==> src/hdl/sstx_pkg.sv <==
// package: register map, field layout and constants of the slave transmit block
package sstx_pkg;
   localparam logic [11:0] SSTX_OFF_TX_ADDR   = 12'h544;
   localparam logic [11:0] SSTX_OFF_TX_SIZE   = 12'h548;
   localparam logic [11:0] SSTX_OFF_TX_SENT   = 12'h54C;
   localparam logic [11:0] SSTX_OFF_LIST      = 12'h550;
   localparam logic [11:0] SSTX_OFF_CONFIG    = 12'h554;
   localparam logic [11:0] SSTX_OFF_IGN_CHAR  = 12'h55C;
   localparam logic [11:0] SSTX_OFF_OVR_CHAR  = 12'h5C0;
   localparam logic [11:0] SSTX_OFF_CTRL      = 12'h600;
   localparam logic [11:0] SSTX_OFF_STATUS    = 12'h604;
   localparam int          SSTX_CNT_W         = 13;
   localparam logic [12:0] SSTX_CNT_MAX       = 13'h1FFF;
   localparam int          SSTX_CFG_ORDER_BIT = 0;
   localparam int          SSTX_CFG_CPHA_BIT  = 1;
   localparam int          SSTX_CFG_CPOL_BIT  = 2;
   localparam int          SSTX_CTRL_GRANT    = 0;
   localparam logic [31:0] SSTX_RST_WORD      = 32'h0000_0000;
   localparam logic [7:0]  SSTX_RST_CHAR      = 8'h00;
   typedef enum logic [3:0] {
      SSTX_IDLE  = 4'b0001,
      SSTX_FETCH = 4'b0010,
      SSTX_WAIT  = 4'b0100,
      SSTX_SHIFT = 4'b1000
   } sstx_state_e;
endpackage : sstx_pkg

==> src/hdl/sstx_fetch_if.sv <==
// interface: byte fetch request between the transmit core and its memory reader
`timescale 1ns/1ps
`default_nettype none
interface sstx_fetch_if;
   logic        req;
   logic [31:0] addr;
   logic        ack;
   logic [7:0]  data;
   modport core (output req, output addr, input ack, input data);
   modport rdr  (input req, input addr, output ack, output data);
endinterface : sstx_fetch_if
`default_nettype wire

==> src/hdl/sstx_dma_reader.sv <==
// module: single-byte memory reader that fetches transmit bytes over a word port
`timescale 1ns/1ps
`default_nettype none
module sstx_dma_reader
   import sstx_pkg::*;
(
   input  wire logic    clk,
   input  wire logic    rst,
   sstx_fetch_if.rdr    fif,
   output logic         mem_req,
   output logic [31:0]  mem_addr,
   input  wire logic    mem_ack,
   input  wire logic [31:0] mem_rdata
);
   logic [1:0] lane_q;
   logic       busy_q;
   logic       ack_q;
   logic [7:0] data_q;
   logic [31:0] addr_q;

   assign mem_req  = busy_q;
   assign mem_addr = addr_q;
   assign fif.ack  = ack_q;
   assign fif.data = data_q;

   always_ff @(posedge clk) begin
      if (rst) begin
         busy_q <= 1'b0;
         ack_q  <= 1'b0;
         data_q <= 8'h00;
         lane_q <= 2'b00;
         addr_q <= 32'h0000_0000;
      end else begin
         ack_q <= 1'b0;
         if (!busy_q && fif.req && !ack_q) begin
            busy_q <= 1'b1;
            lane_q <= fif.addr[1:0];
            addr_q <= {fif.addr[31:2], 2'b00};
         end else if (busy_q && mem_ack) begin
            busy_q <= 1'b0;
            ack_q  <= 1'b1;
            data_q <= mem_rdata[8*lane_q +: 8];
         end
      end
   end
endmodule : sstx_dma_reader
`default_nettype wire

==> src/hdl/sstx_core.sv <==
// top: slave serial transmit path with buffer fetch, format config and registers
//
// Behaviour
// - transmit bytes fetched from memory starting at buffer address register
// - buffer size register limits bytes fetched, legal range 1 to 0x1FFF
// - sent count register updated with bytes sent after each granted frame
// - bit order 0 sends high bit first, 1 sends low bit first
// - phase 0 samples leading edge, shifts trailing; phase 1 reversed
// - polarity 0 clock idles low, 1 clock idles high; both agree
// - frame without granted buffer sends the ignored-transfer fill character
// - bytes beyond buffer size send the overrun fill character
`timescale 1ns/1ps
`default_nettype none
module sstx_core
   import sstx_pkg::*;
(
   input  wire logic        clk,
   input  wire logic        rst,
   input  wire logic [31:0] wb_adr_i,
   input  wire logic [31:0] wb_dat_i,
   output logic      [31:0] wb_dat_o,
   input  wire logic        wb_we_i,
   input  wire logic [3:0]  wb_sel_i,
   input  wire logic        wb_cyc_i,
   input  wire logic        wb_stb_i,
   output logic             wb_ack_o,
   output logic             mem_req,
   output logic      [31:0] mem_addr,
   input  wire logic        mem_ack,
   input  wire logic [31:0] mem_rdata,
   input  wire logic        sck,
   input  wire logic        csn,
   output logic             miso_o,
   output logic             miso_oe_n,
   output logic             frame_done
);
   // ----------------------------------------------------------------
   // registers
   // ----------------------------------------------------------------
   logic [31:0] tx_buffer_address_q;
   logic [12:0] tx_buffer_size_q;
   logic [12:0] tx_sent_count_q;
   logic        list_kind_q;
   logic [2:0]  cfg_q;
   logic [7:0]  ignored_transfer_fill_char_q;
   logic [7:0]  overrun_fill_char_q;
   logic        grant_q;
   logic [31:0] rd_d;
   logic        wr_stb;
   logic [11:0] off;

   // serial state
   sstx_state_e state_q;
   logic        sck_q;
   logic        csn_q;
   logic [7:0]  shreg_q;
   logic [2:0]  bitcnt_q;
   logic [12:0] fetched_q;
   logic [12:0] sent_q;
   logic        frame_grant_q;
   logic [7:0]  next_byte_q;
   logic        next_ok_q;
   logic        lead_edge;
   logic        trail_edge;
   logic        shift_edge;
   logic        sample_edge;
   logic        cs_fall;
   logic        cs_rise;
   logic [7:0]  fill_char;
   logic        want_fetch;
   logic        cur_buf_q;

   sstx_fetch_if fif ();

   assign off    = wb_adr_i[11:0];
   // write lands at the edge where the master samples ack high
   assign wr_stb = wb_cyc_i && wb_stb_i && wb_we_i && wb_ack_o;

   // ----------------------------------------------------------------
   // wishbone slave: one wait cycle, ack one cycle
   // ----------------------------------------------------------------
   always_ff @(posedge clk) begin
      if (rst) begin
         wb_ack_o <= 1'b0;
         wb_dat_o <= SSTX_RST_WORD;
      end else begin
         wb_ack_o <= wb_cyc_i && wb_stb_i && !wb_ack_o;
         wb_dat_o <= rd_d;
      end
   end

   always_comb begin
      rd_d = 32'h0000_0000;
      case (off)
         SSTX_OFF_TX_ADDR:  rd_d = tx_buffer_address_q;
         SSTX_OFF_TX_SIZE:  rd_d = {19'h0, tx_buffer_size_q};
         SSTX_OFF_TX_SENT:  rd_d = {19'h0, tx_sent_count_q};
         SSTX_OFF_LIST:     rd_d = {31'h0, list_kind_q};
         SSTX_OFF_CONFIG:   rd_d = {29'h0, cfg_q};
         SSTX_OFF_IGN_CHAR: rd_d = {24'h0, ignored_transfer_fill_char_q};
         SSTX_OFF_OVR_CHAR: rd_d = {24'h0, overrun_fill_char_q};
         SSTX_OFF_CTRL:     rd_d = {31'h0, grant_q};
         SSTX_OFF_STATUS:   rd_d = {27'h0, state_q, !csn_q};
         default:           rd_d = 32'h0000_0000;
      endcase
   end

   always_ff @(posedge clk) begin
      if (rst) begin
         tx_buffer_address_q          <= SSTX_RST_WORD;
         tx_buffer_size_q             <= 13'h0000;
         list_kind_q                  <= 1'b0;
         cfg_q                        <= 3'b000;
         ignored_transfer_fill_char_q <= SSTX_RST_CHAR;
         overrun_fill_char_q          <= SSTX_RST_CHAR;
      end else if (wr_stb) begin
         case (off)
            SSTX_OFF_TX_ADDR: begin
               for (int b = 0; b < 4; b++) begin
                  if (wb_sel_i[b]) begin
                     tx_buffer_address_q[8*b +: 8] <= wb_dat_i[8*b +: 8];
                  end
               end
            end
            SSTX_OFF_TX_SIZE: begin
               if (wb_sel_i[0]) begin
                  tx_buffer_size_q[7:0] <= wb_dat_i[7:0];
               end
               if (wb_sel_i[1]) begin
                  tx_buffer_size_q[12:8] <= wb_dat_i[12:8];
               end
            end
            SSTX_OFF_LIST: begin
               if (wb_sel_i[0]) begin
                  list_kind_q <= wb_dat_i[0];
               end
            end
            SSTX_OFF_CONFIG: begin
               if (wb_sel_i[0]) begin
                  cfg_q <= wb_dat_i[2:0];
               end
            end
            SSTX_OFF_IGN_CHAR: begin
               if (wb_sel_i[0]) begin
                  ignored_transfer_fill_char_q <= wb_dat_i[7:0];
               end
            end
            SSTX_OFF_OVR_CHAR: begin
               if (wb_sel_i[0]) begin
                  overrun_fill_char_q <= wb_dat_i[7:0];
               end
            end
            default: begin
            end
         endcase
      end
   end

   // grant: set by software, released by hardware at frame end (set wins)
   always_ff @(posedge clk) begin
      if (rst) begin
         grant_q <= 1'b0;
      end else if (wr_stb && off == SSTX_OFF_CTRL && wb_sel_i[0]) begin
         grant_q <= wb_dat_i[SSTX_CTRL_GRANT];
      end else if (cs_rise && frame_grant_q) begin
         grant_q <= 1'b0;
      end
   end

   // ----------------------------------------------------------------
   // serial clock edges
   // ----------------------------------------------------------------
   // polarity picks leading edge
   assign lead_edge  = !csn_q && (sck != sck_q) && (sck != cfg_q[SSTX_CFG_CPOL_BIT]);
   assign trail_edge = !csn_q && (sck != sck_q) && (sck == cfg_q[SSTX_CFG_CPOL_BIT]);
   assign shift_edge  = cfg_q[SSTX_CFG_CPHA_BIT] ? lead_edge : trail_edge;
   assign sample_edge = cfg_q[SSTX_CFG_CPHA_BIT] ? trail_edge : lead_edge;
   assign cs_fall = csn_q && !csn;
   assign cs_rise = !csn_q && csn;

   assign fill_char = frame_grant_q ? overrun_fill_char_q : ignored_transfer_fill_char_q;
   assign want_fetch = frame_grant_q && (fetched_q < tx_buffer_size_q) && !next_ok_q;

   always_ff @(posedge clk) begin
      if (rst) begin
         sck_q <= 1'b0;
         csn_q <= 1'b1;
      end else begin
         sck_q <= sck;
         csn_q <= csn;
      end
   end

   // ----------------------------------------------------------------
   // fetch state machine
   // ----------------------------------------------------------------
   // fetch from buffer address
   assign fif.req  = (state_q == SSTX_WAIT);
   assign fif.addr = tx_buffer_address_q + {19'h0, fetched_q};

   always_ff @(posedge clk) begin
      if (rst) begin
         state_q   <= SSTX_IDLE;
         fetched_q <= 13'h0000;
         next_ok_q <= 1'b0;
         next_byte_q <= 8'h00;
         frame_grant_q <= 1'b0;
      end else begin
         case (state_q)
            SSTX_IDLE: begin
               if (cs_fall) begin
                  frame_grant_q <= grant_q;
                  fetched_q     <= 13'h0000;
                  next_ok_q     <= 1'b0;
                  state_q       <= SSTX_FETCH;
               end
            end
            SSTX_FETCH: begin
               // a frame cut during a fetch still returns to idle
               if (csn) begin
                  state_q <= SSTX_IDLE;
               end else if (want_fetch) begin
                  state_q <= SSTX_WAIT;
               end
            end
            SSTX_WAIT: begin
               if (fif.ack) begin
                  next_byte_q <= fif.data;
                  next_ok_q   <= 1'b1;
                  fetched_q   <= fetched_q + 13'h0001;
                  state_q     <= csn ? SSTX_IDLE : SSTX_FETCH;
               end
            end
            default: state_q <= SSTX_IDLE;
         endcase
         if (state_q != SSTX_WAIT && shift_edge && bitcnt_q == 3'd7) begin
            next_ok_q <= 1'b0;
         end
         // grant of a frame ends with the frame
         if (cs_rise) begin
            frame_grant_q <= 1'b0;
         end
      end
   end

   // ----------------------------------------------------------------
   // shifter
   // ----------------------------------------------------------------
   always_ff @(posedge clk) begin
      if (rst) begin
         shreg_q    <= 8'h00;
         bitcnt_q   <= 3'd0;
         sent_q     <= 13'h0000;
         miso_o     <= 1'b0;
         miso_oe_n  <= 1'b1;
         cur_buf_q  <= 1'b0;
      end else if (cs_fall) begin
         bitcnt_q  <= 3'd0;
         sent_q    <= 13'h0000;
         cur_buf_q <= 1'b0;
         miso_oe_n <= 1'b0;
         shreg_q   <= grant_q ? overrun_fill_char_q : ignored_transfer_fill_char_q;
         miso_o    <= 1'b0;
      end else if (cs_rise) begin
         miso_oe_n <= 1'b1;
      end else if (shift_edge) begin
         miso_o   <= cfg_q[SSTX_CFG_ORDER_BIT] ? shreg_q[0] : shreg_q[7];
         shreg_q  <= cfg_q[SSTX_CFG_ORDER_BIT] ? {1'b0, shreg_q[7:1]} : {shreg_q[6:0], 1'b0};
         bitcnt_q <= bitcnt_q + 3'd1;
         // a buffer byte counts once its first bit is out
         if (bitcnt_q == 3'd0 && cur_buf_q && sent_q != SSTX_CNT_MAX) begin
            sent_q <= sent_q + 13'h0001;
         end
         if (bitcnt_q == 3'd7) begin
            shreg_q   <= next_ok_q ? next_byte_q : fill_char;
            cur_buf_q <= frame_grant_q && next_ok_q;
         end
      end
   end

   always_ff @(posedge clk) begin
      if (rst) begin
         tx_sent_count_q <= 13'h0000;
         frame_done      <= 1'b0;
      end else begin
         frame_done <= cs_rise && frame_grant_q;
         if (cs_rise && frame_grant_q) begin
            tx_sent_count_q <= sent_q;
         end
      end
   end

   sstx_dma_reader u_rdr (
      .clk       (clk),
      .rst       (rst),
      .fif       (fif),
      .mem_req   (mem_req),
      .mem_addr  (mem_addr),
      .mem_ack   (mem_ack),
      .mem_rdata (mem_rdata)
   );

   // ----------------------------------------------------------------
   // assertions
   // ----------------------------------------------------------------
   AST_ACK_ONE: assert property (@(posedge clk) disable iff (rst)
      wb_ack_o |=> !wb_ack_o) else $error("ack held two cycles");
   AST_SENT_UPD: assert property (@(posedge clk) disable iff (rst)
      (cs_rise && frame_grant_q) |=> tx_sent_count_q == $past(sent_q))
      else $error("sent count not updated");
   AST_FETCH_LIM: assert property (@(posedge clk) disable iff (rst)
      fetched_q <= tx_buffer_size_q || !frame_grant_q) else $error("over fetch");
   AST_ADDR: assert property (@(posedge clk) disable iff (rst)
      fif.ack |=> fif.addr == $past(fif.addr) + 32'h0000_0001)
      else $error("fetch address wrong");
   AST_IGN: assert property (@(posedge clk) disable iff (rst)
      (cs_fall && !grant_q) |=> shreg_q == ignored_transfer_fill_char_q)
      else $error("ignored fill missing");
   AST_MSB: assert property (@(posedge clk) disable iff (rst)
      (shift_edge && !cs_fall && !cs_rise && !cfg_q[SSTX_CFG_ORDER_BIT])
      |=> miso_o == $past(shreg_q[7])) else $error("msb order wrong");
   AST_LSB: assert property (@(posedge clk) disable iff (rst)
      (shift_edge && !cs_fall && !cs_rise && cfg_q[SSTX_CFG_ORDER_BIT])
      |=> miso_o == $past(shreg_q[0])) else $error("lsb order wrong");
   AST_EDGE: assert property (@(posedge clk) disable iff (rst)
      sample_edge |=> $stable(miso_o)) else $error("miso moved on sample edge");
   AST_OVR: assert property (@(posedge clk) disable iff (rst)
      (shift_edge && bitcnt_q == 3'd7 && !next_ok_q && frame_grant_q && !cs_rise
       && !cs_fall) |=> shreg_q == overrun_fill_char_q) else $error("overrun fill");
   AST_OE: assert property (@(posedge clk) disable iff (rst)
      cs_rise |=> miso_oe_n) else $error("miso not released");
   COV_FRAME: cover property (@(posedge clk) disable iff (rst) cs_rise && frame_grant_q);
   COV_IGN:   cover property (@(posedge clk) disable iff (rst) cs_fall && !grant_q);
   COV_FETCH: cover property (@(posedge clk) disable iff (rst) fif.ack);
endmodule : sstx_core
`default_nettype wire

==> config.mk <==
export PLATFORM = sky130hd
export DESIGN_NAME = sstx_core
export DESIGN_NICKNAME = d
export VERILOG_FILES = /design/src/hdl/sstx_pkg.sv /design/src/hdl/sstx_fetch_if.sv /design/src/hdl/sstx_dma_reader.sv /design/src/hdl/sstx_core.sv
export SDC_FILE = /design/constraint.sdc
export NUM_CORES = 1
export LEC_CHECK = 0
export BUFFER_PORTS_ARGS = -buffer_cell sky130_fd_sc_hd__buf_2
export CAP_MARGIN = 30
export CORE_MARGIN = 3
export CORE_UTILIZATION = 37
export CTS_BUF_LIST = sky130_fd_sc_hd__clkbuf_8
export CTS_CLUSTER_DIAMETER = 60
export DETAILED_ROUTE_END_ITERATION = 7
export PLACE_DENSITY_LB_ADDON = 0.25
export SLEW_MARGIN = 20
export SYNTH_ARGS = -nofsm -noshare
export SYNTH_HDL_FRONTEND = slang
export SYNTH_SLANG_ARGS = --single-unit
==> constraint.sdc <==
create_clock -name clk -period 6.35 [get_ports clk]
set_input_delay 0.3175 -clock clk [delete_from_list [all_inputs] [get_ports clk]]
set_output_delay 0.3175 -clock clk [all_outputs]
set_load 0.03 [all_outputs]
Word-level counts from Yosys, hierarchy flattened
Cells that the tools add are included.

storage, ports and cells
  output and inout port bits = 69
  logic and storage cells = 150
  register bits after elaboration = 211

operators by class
  reductions and logical operators = 57
  shifts and indexed selects = 1
  bitwise operators = 2
  mux-type cells = 30
  add/sub/neg operators = 4
  $lt $le $gt $ge = 1
  equal/unequal tests = 22

operators by type and width
  operator                                         number
  one-hot mux 32 bit (9 select lines)              1
  == test 12 x 11 -> 1 bit, second input constant  9
  two-way mux 8 bit                                8
  AND reduction 3 bit                              14
  adder 32 x 13 -> 32 bit                          1
  variable part select 32 x 6 -> 8 bit             1
  adder 13 x 1 -> 13 bit, second input constant    2
  two-way mux 13 bit                               2
  one-hot mux 13 bit (2 select lines)              1
  logical AND 1 bit                                22
  two-way mux 4 bit                                4
  less-than comparator 13 bit                      1
  != test 13 bit, second input constant            1
  one-hot mux 4 bit (3 select lines)               1
  two-way mux 1 bit                                11
  AND reduction 2 bit                              5
  nonzero test 2 bit                               5
  OR reduction 2 bit                               4
  logical NOT 1 bit                                6
  != test 2 bit, second input constant             3
  == test 4 x 1 -> 1 bit, second input constant    1
  == test 4 x 2 -> 1 bit, second input constant    1
  == test 4 x 3 -> 1 bit, second input constant    1
  != test 4 x 3 -> 1 bit, second input constant    1
  9 further kinds                                  11

Longest topological paths before layout
Gate-level depths: netlist of the first run.

  depth after elaboration = 7
  mapped depth = 9
  gate-level depth less buffers = 8

Hierarchy
Synthesis of the first run repeated with hierarchy kept, for this count alone.

second synthesis, totals
  cell total of the unflattened synthesis = 1,177
  area total of the unflattened synthesis = 10,103.4 µm²

modules (own cells, without submodules)
  module           cells an instance  times used  area each (µm²)
  sstx_core        973                1           8,378.0
  sstx_dma_reader  204                1           1,725.4

Worst setup path before layout of the first run
OpenSTA, ideal clock, no wires.

  path kind = reg2reg
  start = register fetched_q[9]
  end = register u_rdr.addr_q[20], in the netlist u_rdr.mem_addr[20]
  setup slack = 4,175 ps
  arrival time = 2,089 ps
  clock period less this slack = 2,175 ps
  stages on the path, launching flop included = 9
  cell sequence = dfxtp_1 > ha_1 > a21oi_1 > o21ai_0 > or3b_2 > clkbuf_1 > o2111ai_1 > xor2_1 > a211oi_1

between the ends
  longest elaborated chain between the ends = 1

ends and longest elaborated chain
  what                     line                   source
  from (decl)              sstx_core.sv:58        logic [12:0] fetched_q;
  from (signal assigned)   sstx_core.sv:230       fetched_q <= fetched_q + 13'h0001;
  adder 32 x 13 -> 32 bit  sstx_core.sv:199       assign fif.addr = tx_buffer_address_q + {19'h0, fetched_q};
  to (signal assigned)     sstx_dma_reader.sv:38  addr_q <= {fif.addr[31:2], 2'b00};
  to (decl)                sstx_dma_reader.sv:19  logic [31:0] addr_q;

Every way passes these cells.
A chain may end at the register's enable or synchronous reset.

Final worst setup path of the first run
  start = register state_q[2]
  end = register fetched_q[10]

between the ends
  longest elaborated chain between the ends = 3
  elaborated cells between the ends (all ways) = 7

ends and longest elaborated chain
  what                                                                         line              source
  from (decl)                                                                  sstx_core.sv:53   sstx_state_e state_q;
  from (signal assigned)                                                       sstx_core.sv:231  state_q <= csn ? SSTX_IDLE : SSTX_FETCH;
  == test 4 x 3 -> 1 bit / == test 4 x 1 -> 1 bit (equally long branches)      sstx_core.sv:209  case (state_q)
  != test 2 bit (no source line) / nonzero test 2 bit (equally long branches)  -
  AND reduction 3 bit (no source line)                                         -

Several ways; a longest one is shown, not always the timed one.

==> results of run 1 <==
-- worst min-delay path by stage --
stage                     slack [ns]              start                       to
after floorplan                 0.43  u_rdr.fif.data[0]           next_byte_q[0]
after global placement          0.42           wb_ack_o                 wb_ack_o
after detailed placement        0.44           wb_ack_o                 wb_ack_o
after CTS                      0.006           wb_stb_i                 wb_ack_o
after global routing           0.006           wb_stb_i                 wb_ack_o
final                           0.03       wb_dat_i[13]  tx_buffer_address_q[13]
-- worst max-delay path: cells and delay by family, from the launching register on --
kind            cells  cell delay (ns)
compound gates      2             0.35
flops               1             0.54
simple gates        4             1.58
-- cells in the mapped netlist (all sizes together), types with 3 or more instances --
cell	n	area (um2)
mux4	8	180
a311oi	5	43.8
nand4	13	81.3
and4	3	26.3
and2	29	181
nand2b	8	50.1
clkbuf	56	210
xor2	11	96.3
o211ai	13	97.6
a211oi	31	238
or2	5	31.3
o2111ai	8	70.1
nor2b	3	18.8
buf	13	67.6
and3	8	50.1
nor4	10	75.1
nor3	21	121
xnor2	23	201
dfxtp	210	4200
a21oi	109	549
o21ai	37	185
a22oi	9	67.6
a222oi	7	70.1
nor2	126	499
or3	5	31.3
nand3b	6	45.0
a31oi	7	43.8
mux2i	80	801
mux2	4	45.0
nand2	182	683
inv	26	97.6
ha	33	413
a21o	11	82.6
nand3	38	190
nor4b	4	50.1
nor3b	9	67.6
-- routing by layer --
| layer | global-route usage [%] | up-vias | wire length (um) |
|---|---|---|---|
| met5 | 0 | - | 0 |
| met4 | 4.93 | 0 | 584 |
| met3 | 3.13 | 43 | 2020 |
| met2 | 27.8 | 281 | 12000 |
| met1 | 27.9 | 4202 | 13900 |
| li1 | - | 4508 | - |
-- kinds of logic after synthesis --
kind of cell / Yosys count / share of synthesized area [%]
buf+inv: 95 / 3.67
compound gates: 255 / 15.7
xor+xnor: 34 / 2.91
simple gates: 477 / 22.3
fa+ha+maj: 34 / 4.23
mux: 92 / 10.0
flops: 210 / 41.1
other cells: 1 / 0.0367
-- flip-flops by register name, indices dropped and copies added, names as in the netlist, 2 cells and up --
signal                        flops
tx_buffer_size_q                 13
state_q                           3
overrun_fill_char_q               8
tx_buffer_address_q              32
tx_sent_count_q                  13
cfg_q                             3
u_rdr.lane_q                      2
fetched_q                        13
shreg_q                           8
u_rdr.fif.data                    8
sent_q                           13
bitcnt_q                          3
u_rdr.mem_addr                   30
next_byte_q                       8
ignored_transfer_fill_char_q      8
wb_dat_o                         32
-- per-stage QoR --
stage               hold WS (ns)  area [um2]  setup WS (ns)  utilization (%)
floorplan                  0.432       10200           4.18                -
global route             0.00597       12000           3.38             44.4
finish                    0.0264       12000           3.74             44.4
CTS                      0.00573       12000           3.42             44.4
detailed placement         0.442       11200           3.44             41.5
global placement           0.420       11200           3.49             41.5
-- final cells by class --
cell class | instances | area [um2]
well taps | 341 | 427
repair buffers | 163 | 838
multi-input cells | 894 | 5660
inverters | 26 | 97.6
flip-flops and latches | 210 | 4200
clock inverters | 17 | 108
clock buffers | 48 | 661
fillers | 2781 | 15000
-- power groups by stage --
stage	Clock (mW)	Combinational (mW)	Sequential, mW
after floorplan	0	0.0536	1.35
after global placement	0	0.0993	1.35
after detailed placement	0	0.100	1.35
after CTS	1.31	0.101	1.32
after global routing	1.36	0.110	1.32
final	1.28	0.100	1.32
==> results_dict.tcl, run 1 <==
set metrics [dict create \
    ant_nets 0 \
    cts_buffers 36 \
    vias 9034 \
    clockBufferDepth 3 \
    grt-ovfl-total 0 \
    final_cells 1699 \
    grt_max_degree 63 \
    relSlewSlack_pct 36.4 \
    hold_path_depth 3 \
    drv_slew 0 \
    syn_to_final_growth_pct 17.3 \
    crit_fanout 21 \
    detail_route.iter0.violations 700 \
    reg2reg_from "state_q[2]" \
    viasPerCell 5.32 \
    mostFrequentLayoutCells "dfxtp_1, nand2_1, buf_2, nor2_1, a21oi_1" \
    root_buffer "clkbuf_8" \
    cp.arrival_ns 3.00 \
    async_flop_share_pct 0 \
    setup_viol_count_final 0 \
    r2r_end "fetched_q[10]" \
    cts_resized 0 \
    nNetsFinal 1473 \
    p_sw_share_pct 23.1 \
    critPathKind "register to register" \
    ys_seq_area_share_pct 41.1 \
    layout_min_cycle_time_ns 2.61 \
    post_cts_buffers 0 \
    p_sw_uw 624 \
    finalHoldViolCount 0 \
    synth-edff-count 0 \
    rsz0062_at_grt "false" \
    track_usage_pct 18.7 \
    endpoint_kind "register" \
    top_level_ports 177 \
    start_util_pct 37.8 \
    ctsHoldBuffers 0 \
    first_global_vias 8424 \
    rr_worst_depth 6 \
    setup_tns_ns 0 \
    netlist_area_um2 10200 \
    worst_ep_required_time_ns 6.73 \
    dieArea_um2 29700 \
    core-area_um2 27000 \
    syn-mean-instance-area_um2 8.54 \
    hpwl_mm 20.9 \
    pwr-share-seq_pct 49.0 \
    htree_num_levels 2 \
    synth_seq_cells 210 \
    crit_end "fetched_q[10]" \
    path_clk_slew_ns 0.07 \
    ys.flop_type "dfxtp_1" \
    clk_latency_ns 0.53 \
    die_x_um 172 \
    leakagePower_nw 4.52 \
    cp-startpoint "state_q[2]" \
    worst_pin_slew_ns 0.949 \
    p_comb_share_pct 3.7 \
    yosysUniqueCellTypes 69 \
    peakVddDrop_mv 0.0988 \
    fmax_mhz 383 \
    cts_tree "yes" \
    synthCells 1198 \
    final_common_cell "dfxtp_1" \
    numPortBuffers 154 \
    power_density_nw_per_um2 225 \
    rows 60 \
    grt_pass1_wl_mm 44.7 \
    power_mw 2.70 \
    cpMostUsedCell "nand2_1" \
    drive_gt1_share_pct 18.9 \
    wl_per_cell_um 16.7 \
    fin_crit_sh_pct 41.1 \
    remaining_drc_errors 0 \
    antenna_found_initial 0 \
    clock_skew_ns 0.0170 \
    die_y_um 172 \
    worstPathCellList "nor3b_1, nand2_1, nand2_1, o21ai_0, a22oi_1, nor2_1" \
    maxCapViolations 0 \
    p_int_mw 2.08 \
    max_stage_delay_ns 0.60 \
    hold_path.class "primary input to register" \
    rrSetupSlack_ns 3.74 \
    clock-sinks 210 \
    dp.cells 1633 \
    routabilityCongestion 0.830 \
    status "complete, no violations" \
    num_antenna_cells 0 \
    power_frac_clock_pct 47.3 \
    cp_slowest_cell "nand2_1" \
    startpoint_type "register" \
    drtPass1Iterations 7 \
    yosys_warnings 0 \
    wl_mm 28.5 \
]
(Power assumes the default switching activity.)
==> run 2: changes to the inputs <==
==> constraint.sdc (replaced) <==
create_clock -name clk -period 2.5 [get_ports clk]
set_input_delay 0.125 -clock clk [delete_from_list [all_inputs] [get_ports clk]]
set_output_delay 0.125 -clock clk [all_outputs]
set_load 0.03 [all_outputs]
==> run 2 against run 1 <==
Global-route usage rose by 0.83 points. Clock power rose to 2.8 times the previous value. Largest cell class unchanged. Setup slack got worse by 3.6 ns. Clock-buffer cell count rose by 2. Utilization rose by 2.9 points. Combinational power rose to 3.1 times the previous value. Via count rose by 3.1%. Largest power group is now clock. Register-to-register slack got worse by 3.6 ns. Total power rose to 2.7 times the previous value. Routed wire length rose by 3.6%. Critical path depth rose by 3. Sequential cell count did not move.
==> results_dict.tcl, run 2 (synthesized netlist as in run 1, its figures left out) <==
set metrics [dict create \
    p_sw_share_pct 22.9 \
    hold_path.class "primary input to register" \
    fin_util_pct 47.3 \
    status "complete, no violations" \
    path_clk_slew_ns 0.06 \
    ant_nets 0 \
    r2r_end "u_rdr.mem_addr[30]" \
    rr_worst_depth 9 \
    clk_latency_ns 0.54 \
    worst_pin_slew_ns 0.694 \
    clock_skew_ns 0.0158 \
    track_usage_pct 19.5 \
    routabilityCongestion 0.837 \
    cp.depth 9 \
    htree_num_levels 2 \
    layout_min_cycle_time_ns 2.39 \
    post_cts_buffers 0 \
    die_x_um 172 \
    core-area_um2 27000 \
    finalHoldViolCount 0 \
    top_level_ports 177 \
    worstPathCellList "ha_1, fa_1, a21o_1, nand4_1, a21oi_1, buf_4, o2111ai_1, xor2_1, a211oi_1" \
    grt_pass1_wl_mm 46.8 \
    syn_to_final_growth_pct 24.9 \
    cp_top_family "compound AO/OA/AOI/OAI gates" \
    critPathKind "register to register" \
    max_stage_delay_ns 0.41 \
    grt-ovfl-total 0 \
    fmax_mhz 418 \
    grt_max_degree 61 \
    power_density_nw_per_um2 569 \
    wl_per_cell_um 16.6 \
    numPortBuffers 154 \
    hold_path_depth 4 \
    peakVddDrop_mv 0.292 \
    first_global_vias 8751 \
    cts_buffers 38 \
    drv_slew 0 \
    hpwl_mm 21.7 \
    p_comb_share_pct 4.3 \
    drive_gt1_share_pct 20.7 \
    dieArea_um2 29700 \
    clock-sinks 210 \
    power_mw 7.27 \
    viasPerCell 5.23 \
    final_common_cell "dfxtp_1" \
    rrSetupSlack_ns 0.11 \
    antenna_found_initial 0 \
    met3_usage_pct 3.25 \
    cts_tree "yes" \
    drtPass1Iterations 6 \
    p_int_mw 5.60 \
    grt_busiest_layer "met1" \
    path_buf_inv 1 \
    num-fill-cells 2643 \
    cp.arrival_ns 2.83 \
    crit_fanout 11 \
    detail_route.iter0.violations 623 \
    leakagePower_nw 4.92 \
    start_util_pct 37.8 \
    root_buffer "clkbuf_8" \
    die_y_um 172 \
    worst_ep_required_time_ns 2.93 \
    reg2reg_from "tx_buffer_address_q[0]" \
    hold_slack_ns 0.0597 \
    wl_mm 29.5 \
    fin_crit_sh_pct 95.8 \
    power_frac_clock_pct 49.4 \
    num_antenna_cells 0 \
    use_met1_pct 29.3 \
    p_sw_mw 1.66 \
    mostFrequentLayoutCells "dfxtp_1, nand2_1, buf_2, nor2_1, a21oi_1" \
    nNetsFinal 1552 \
    startpoint_type "register" \
    setup_viol_count_final 0 \
    endpoint_kind "register" \
    setup_tns_ns 0 \
    rsz0062_at_grt "false" \
    remaining_drc_errors 0 \
    relSlewSlack_pct 53.7 \
    vias 9316 \
    pwr-share-seq_pct 46.3 \
    met2_usage_pct 28.9 \
    min-delay-start "wb_sel_i[2]" \
    maxCapViolations 0 \
    worst_hold_path.endpoint "tx_buffer_address_q[17]" \
    cp_slowest_cell "fa_1" \
    clockBufferDepth 3 \
    rows 60 \
]
run 2: how the worst max path moves through the flow:
stage                                 startpoint                 end
after global routing      tx_buffer_address_q[2]  u_rdr.mem_addr[31]
after CTS                 tx_buffer_address_q[2]  u_rdr.mem_addr[31]
after floorplan                     fetched_q[9]  u_rdr.mem_addr[20]
after detailed placement  tx_buffer_address_q[2]  u_rdr.mem_addr[31]
final                     tx_buffer_address_q[0]  u_rdr.mem_addr[30]
after global placement    tx_buffer_address_q[2]  u_rdr.mem_addr[31]
run 2: through the flow:
stage               worst slack, ns  area, um2  std cells
floorplan                     0.325      10200       1199
global placement              0.129      11500       1674
detailed placement            0.110      11500       1674
CTS                          0.0751      12800       1781
global route                0.00353      12800       1781
finish                        0.105      12800       1781
run 2: routing by layer:
layer	part of all wire (%)	wire [um]	up-vias
met5	0	0	-
met3	6.5	1920	51
met4	2.1	624	0
met1	49	14500	4304
met2	42	12500	283
li1	-	-	4678
run 2: power by group through the flow:
| stage | clock [mW] | sequential (mW) | combinational (mW) |
|---|---|---|---|
| final | 3.59 | 3.36 | 0.313 |
| after global routing | 3.83 | 3.36 | 0.341 |
| after CTS | 3.68 | 3.36 | 0.312 |
| after detailed placement | 0 | 3.44 | 0.265 |
| after global placement | 0 | 3.44 | 0.262 |
| after floorplan | 0 | 3.44 | 0.136 |
run 2: layout make-up:
class                   instances  area [um2]  area share [%]
multi-input cells             894        5670            44.4
well taps                     341         427            3.34
clock buffers                  50         688            5.39
clock inverters                20         169            1.32
repair buffers                240        1520            11.9
inverters                      26        97.6           0.764
flip-flops and latches        210        4200            32.9
run 2: what timing repair did:
item                                    in CTS  in global routing
hold buffers                                37                  0
endpoints found under the setup margin       0                 13
endpoints found under the hold margin       78                  0
gates resized for setup                      0                  2
run 2: worst register-to-register path: stages, from the launching register on:
cell	delay, ns
dfxtp_1	0.38
ha_1	0.26
fa_1	0.41
a21o_1	0.21
nand4_1	0.13
a21oi_1	0.12
buf_4	0.20
o2111ai_1	0.25
xor2_1	0.10
a211oi_1	0.24
==> run 3: changes to the inputs <==
--- a/config.mk
+++ b/config.mk
@@ -7,6 +7,7 @@
 export LEC_CHECK = 0
 export BUFFER_PORTS_ARGS = -buffer_cell sky130_fd_sc_hd__buf_2
 export CAP_MARGIN = 30
+export CORE_ASPECT_RATIO = 0.8
 export CORE_MARGIN = 3
 export CORE_UTILIZATION = 37
 export CTS_BUF_LIST = sky130_fd_sc_hd__clkbuf_8
==> run 3 against run 2 <==
Sequential cell count did not move. Design area fell by 0.16%. Largest cell class unchanged. Via count rose by 1.1%. Die area barely moved. Clock power fell by 7.2%. Utilization rose by 0.46 points. Sequential share of layout area rose by 0.062 points. Critical path depth did not move. Maximum frequency rose by 2.6%. Register-to-register slack improved by 0.06 ns. Final cell count rose by 0.95%.
==> results_dict.tcl, run 3 (synthesized netlist as in run 1, its figures left out) <==
set metrics [dict create \
    status "complete, no violations" \
    die_x_um 192 \
    rrSetupSlack_ns 0.17 \
    critPathKind "register to register" \
    crit_fanout 11 \
    syn_to_final_growth_pct 24.8 \
    detail_route.iter0.violations 799 \
    worstPathCellList "ha_1, fa_1, a21o_1, nand4_1, a21oi_2, buf_4, o2111ai_1, xor2_1, a211oi_1" \
    startpoint_type "register" \
    grt_max_degree 58 \
    root_buffer "clkbuf_8" \
    cp-startpoint "tx_buffer_address_q[0]" \
    dieArea_um2 29700 \
    top_level_ports 177 \
    htree_num_levels 2 \
    hold_path.class "primary input to register" \
    ant_nets 0 \
    maxCapViolations 0 \
    mostFrequentLayoutCells "dfxtp_1, nand2_1, buf_2, nor2_1, a21oi_1" \
    clockBufferDepth 3 \
    clk_latency_ns 0.53 \
    setup_tns_ns 0 \
    drv_slew 0 \
    power_density_nw_per_um2 550 \
    p_sw_mw 1.65 \
    cts_tree "yes" \
    remaining_drc_errors 0 \
    cp.arrival_ns 2.70 \
    max_stage_delay_ns 0.41 \
    pwr-share-seq_pct 48.0 \
    core-area_um2 26700 \
    fin_util_pct 47.7 \
    crit_end "u_rdr.mem_addr[30]" \
    clock-sinks 210 \
    wl_per_cell_um 16.6 \
    worst_pin_slew_ns 0.713 \
    reg2reg_from "tx_buffer_address_q[0]" \
    hpwl_mm 22.2 \
    dp_slack_ns 0.166 \
    leakagePower_nw 4.89 \
    relSlewSlack_pct 52.4 \
    worst_ep_required_time_ns 2.86 \
    setup_ws_ns 0.165 \
    fmax_mhz 428 \
    endpoint_kind "register" \
    viasPerCell 5.24 \
    power_frac_clock_pct 47.4 \
    numPortBuffers 154 \
    track_usage_pct 19.9 \
    grt_pass1_wl_mm 47.5 \
    start_util_pct 38.3 \
    peakVddDrop_mv 0.313 \
    p_int_mw 5.37 \
    cp_slowest_cell "fa_1" \
    final_common_cell "dfxtp_1" \
    antenna_found_initial 0 \
    first_global_vias 8841 \
    routabilityCongestion 0.858 \
    rows 53 \
    vias 9422 \
    die_y_um 155 \
    cts_buffers 39 \
    p_sw_share_pct 23.5 \
    nNetsFinal 1556 \
    wl_mm 29.9 \
    p_comb_share_pct 4.6 \
    fin_crit_sh_pct 93.4 \
    clock_skew_ns 0.0195 \
    drive_gt1_share_pct 20.9 \
    setup_viol_count_final 0 \
    grt-ovfl-total 0 \
    rsz0062_at_grt "false" \
    rr_worst_depth 9 \
    drtPass1Iterations 5 \
    finalHoldViolCount 0 \
    path_clk_slew_ns 0.06 \
    r2r_end "u_rdr.mem_addr[30]" \
    post_cts_buffers 0 \
    layout_min_cycle_time_ns 2.33 \
]
run 3: changes by cell type in the layout (fill, tap and decap cells not counted), sizes merged, moves of 2 or more:
cell	delta
inv	-5
bufinv	-2
dlygate4sd3	+2
clkinv	+4
run 3: worst max-delay path: cells and delay by family (launching register included):
| kind | cells | cell delay [ns] |
|---|---|---|
| DFF | 1 | 0.35 |
| xor gates and xnor gates | 1 | 0.18 |
| AOI/OAI and AO/OA | 4 | 0.66 |
| adders and majority gates | 2 | 0.65 |
| buffers and inverters | 1 | 0.19 |
| and+or+nand+nor | 1 | 0.16 |
run 3: layer usage:
metal / vias up / track usage [%] / wire (um)
met4: 0 / 4.19 / 393
met2: 296 / 28.5 / 12200
li1: 4666 / - / -
met5: - / 0 / 0
met3: 37 / 4.58 / 2430
met1: 4423 / 30.2 / 14900
run 3: worst min path at each step:
| stage | start | end | slack (ns) | cells after the start |
|---|---|---|---|---|
| global route | wb_sel_i[2] | tx_buffer_address_q[23] | 0.07 | 4 |
| CTS | wb_sel_i[2] | tx_buffer_address_q[17] | 0.03 | 4 |
| detailed placement | wb_stb_i | wb_ack_o | 0.37 | 3 |
| finish | wb_sel_i[2] | tx_buffer_address_q[16] | 0.06 | 4 |
| floorplan | rst | csn_q | 0.24 | 1 |
| global placement | wb_dat_i[15] | tx_buffer_address_q[15] | 0.36 | 3 |
run 3: final cells by class:
type,count,area [um2]
sequential,210,4210
fill,2683,14000
antenna,1,2.50
timing repair buffer,243,1550
clock inverter,18,113
clock buffer,49,674
multi-input combinational,894,5670
tap,357,447
inverter,26,97.6
run 3: power groups by stage:
stage / Combinational (mW) / Sequential, mW / Clock, mW
5_1_grt: 0.353 / 3.36 / 3.58
4_1_cts: 0.323 / 3.36 / 3.42
2_1_floorplan: 0.136 / 3.44 / 0
3_5_place_dp: 0.275 / 3.44 / 0
3_3_place_gp: 0.270 / 3.44 / 0
6_report: 0.324 / 3.37 / 3.33
run 3: stage by stage:
stage	instance area, um2	hold slack, ns	power, mW	cells
6_report	12800	0.0589	7.02	1798
5_1_grt	12800	0.0747	7.30	1797
4_1_cts	12700	0.0274	7.11	1797
3_5_place_dp	11600	0.368	3.71	1691
3_3_place_gp	11600	0.360	3.71	1691
2_1_floorplan	10200	0.242	3.57	1199
run 3: repair_timing:
| action | CTS | global route |
|---|---|---|
| endpoints found under the hold margin | 78 | 0 |
| gates resized for setup | 0 | 3 |
| endpoints found under the setup margin | 0 | 8 |
| hold buffers | 39 | 0 |
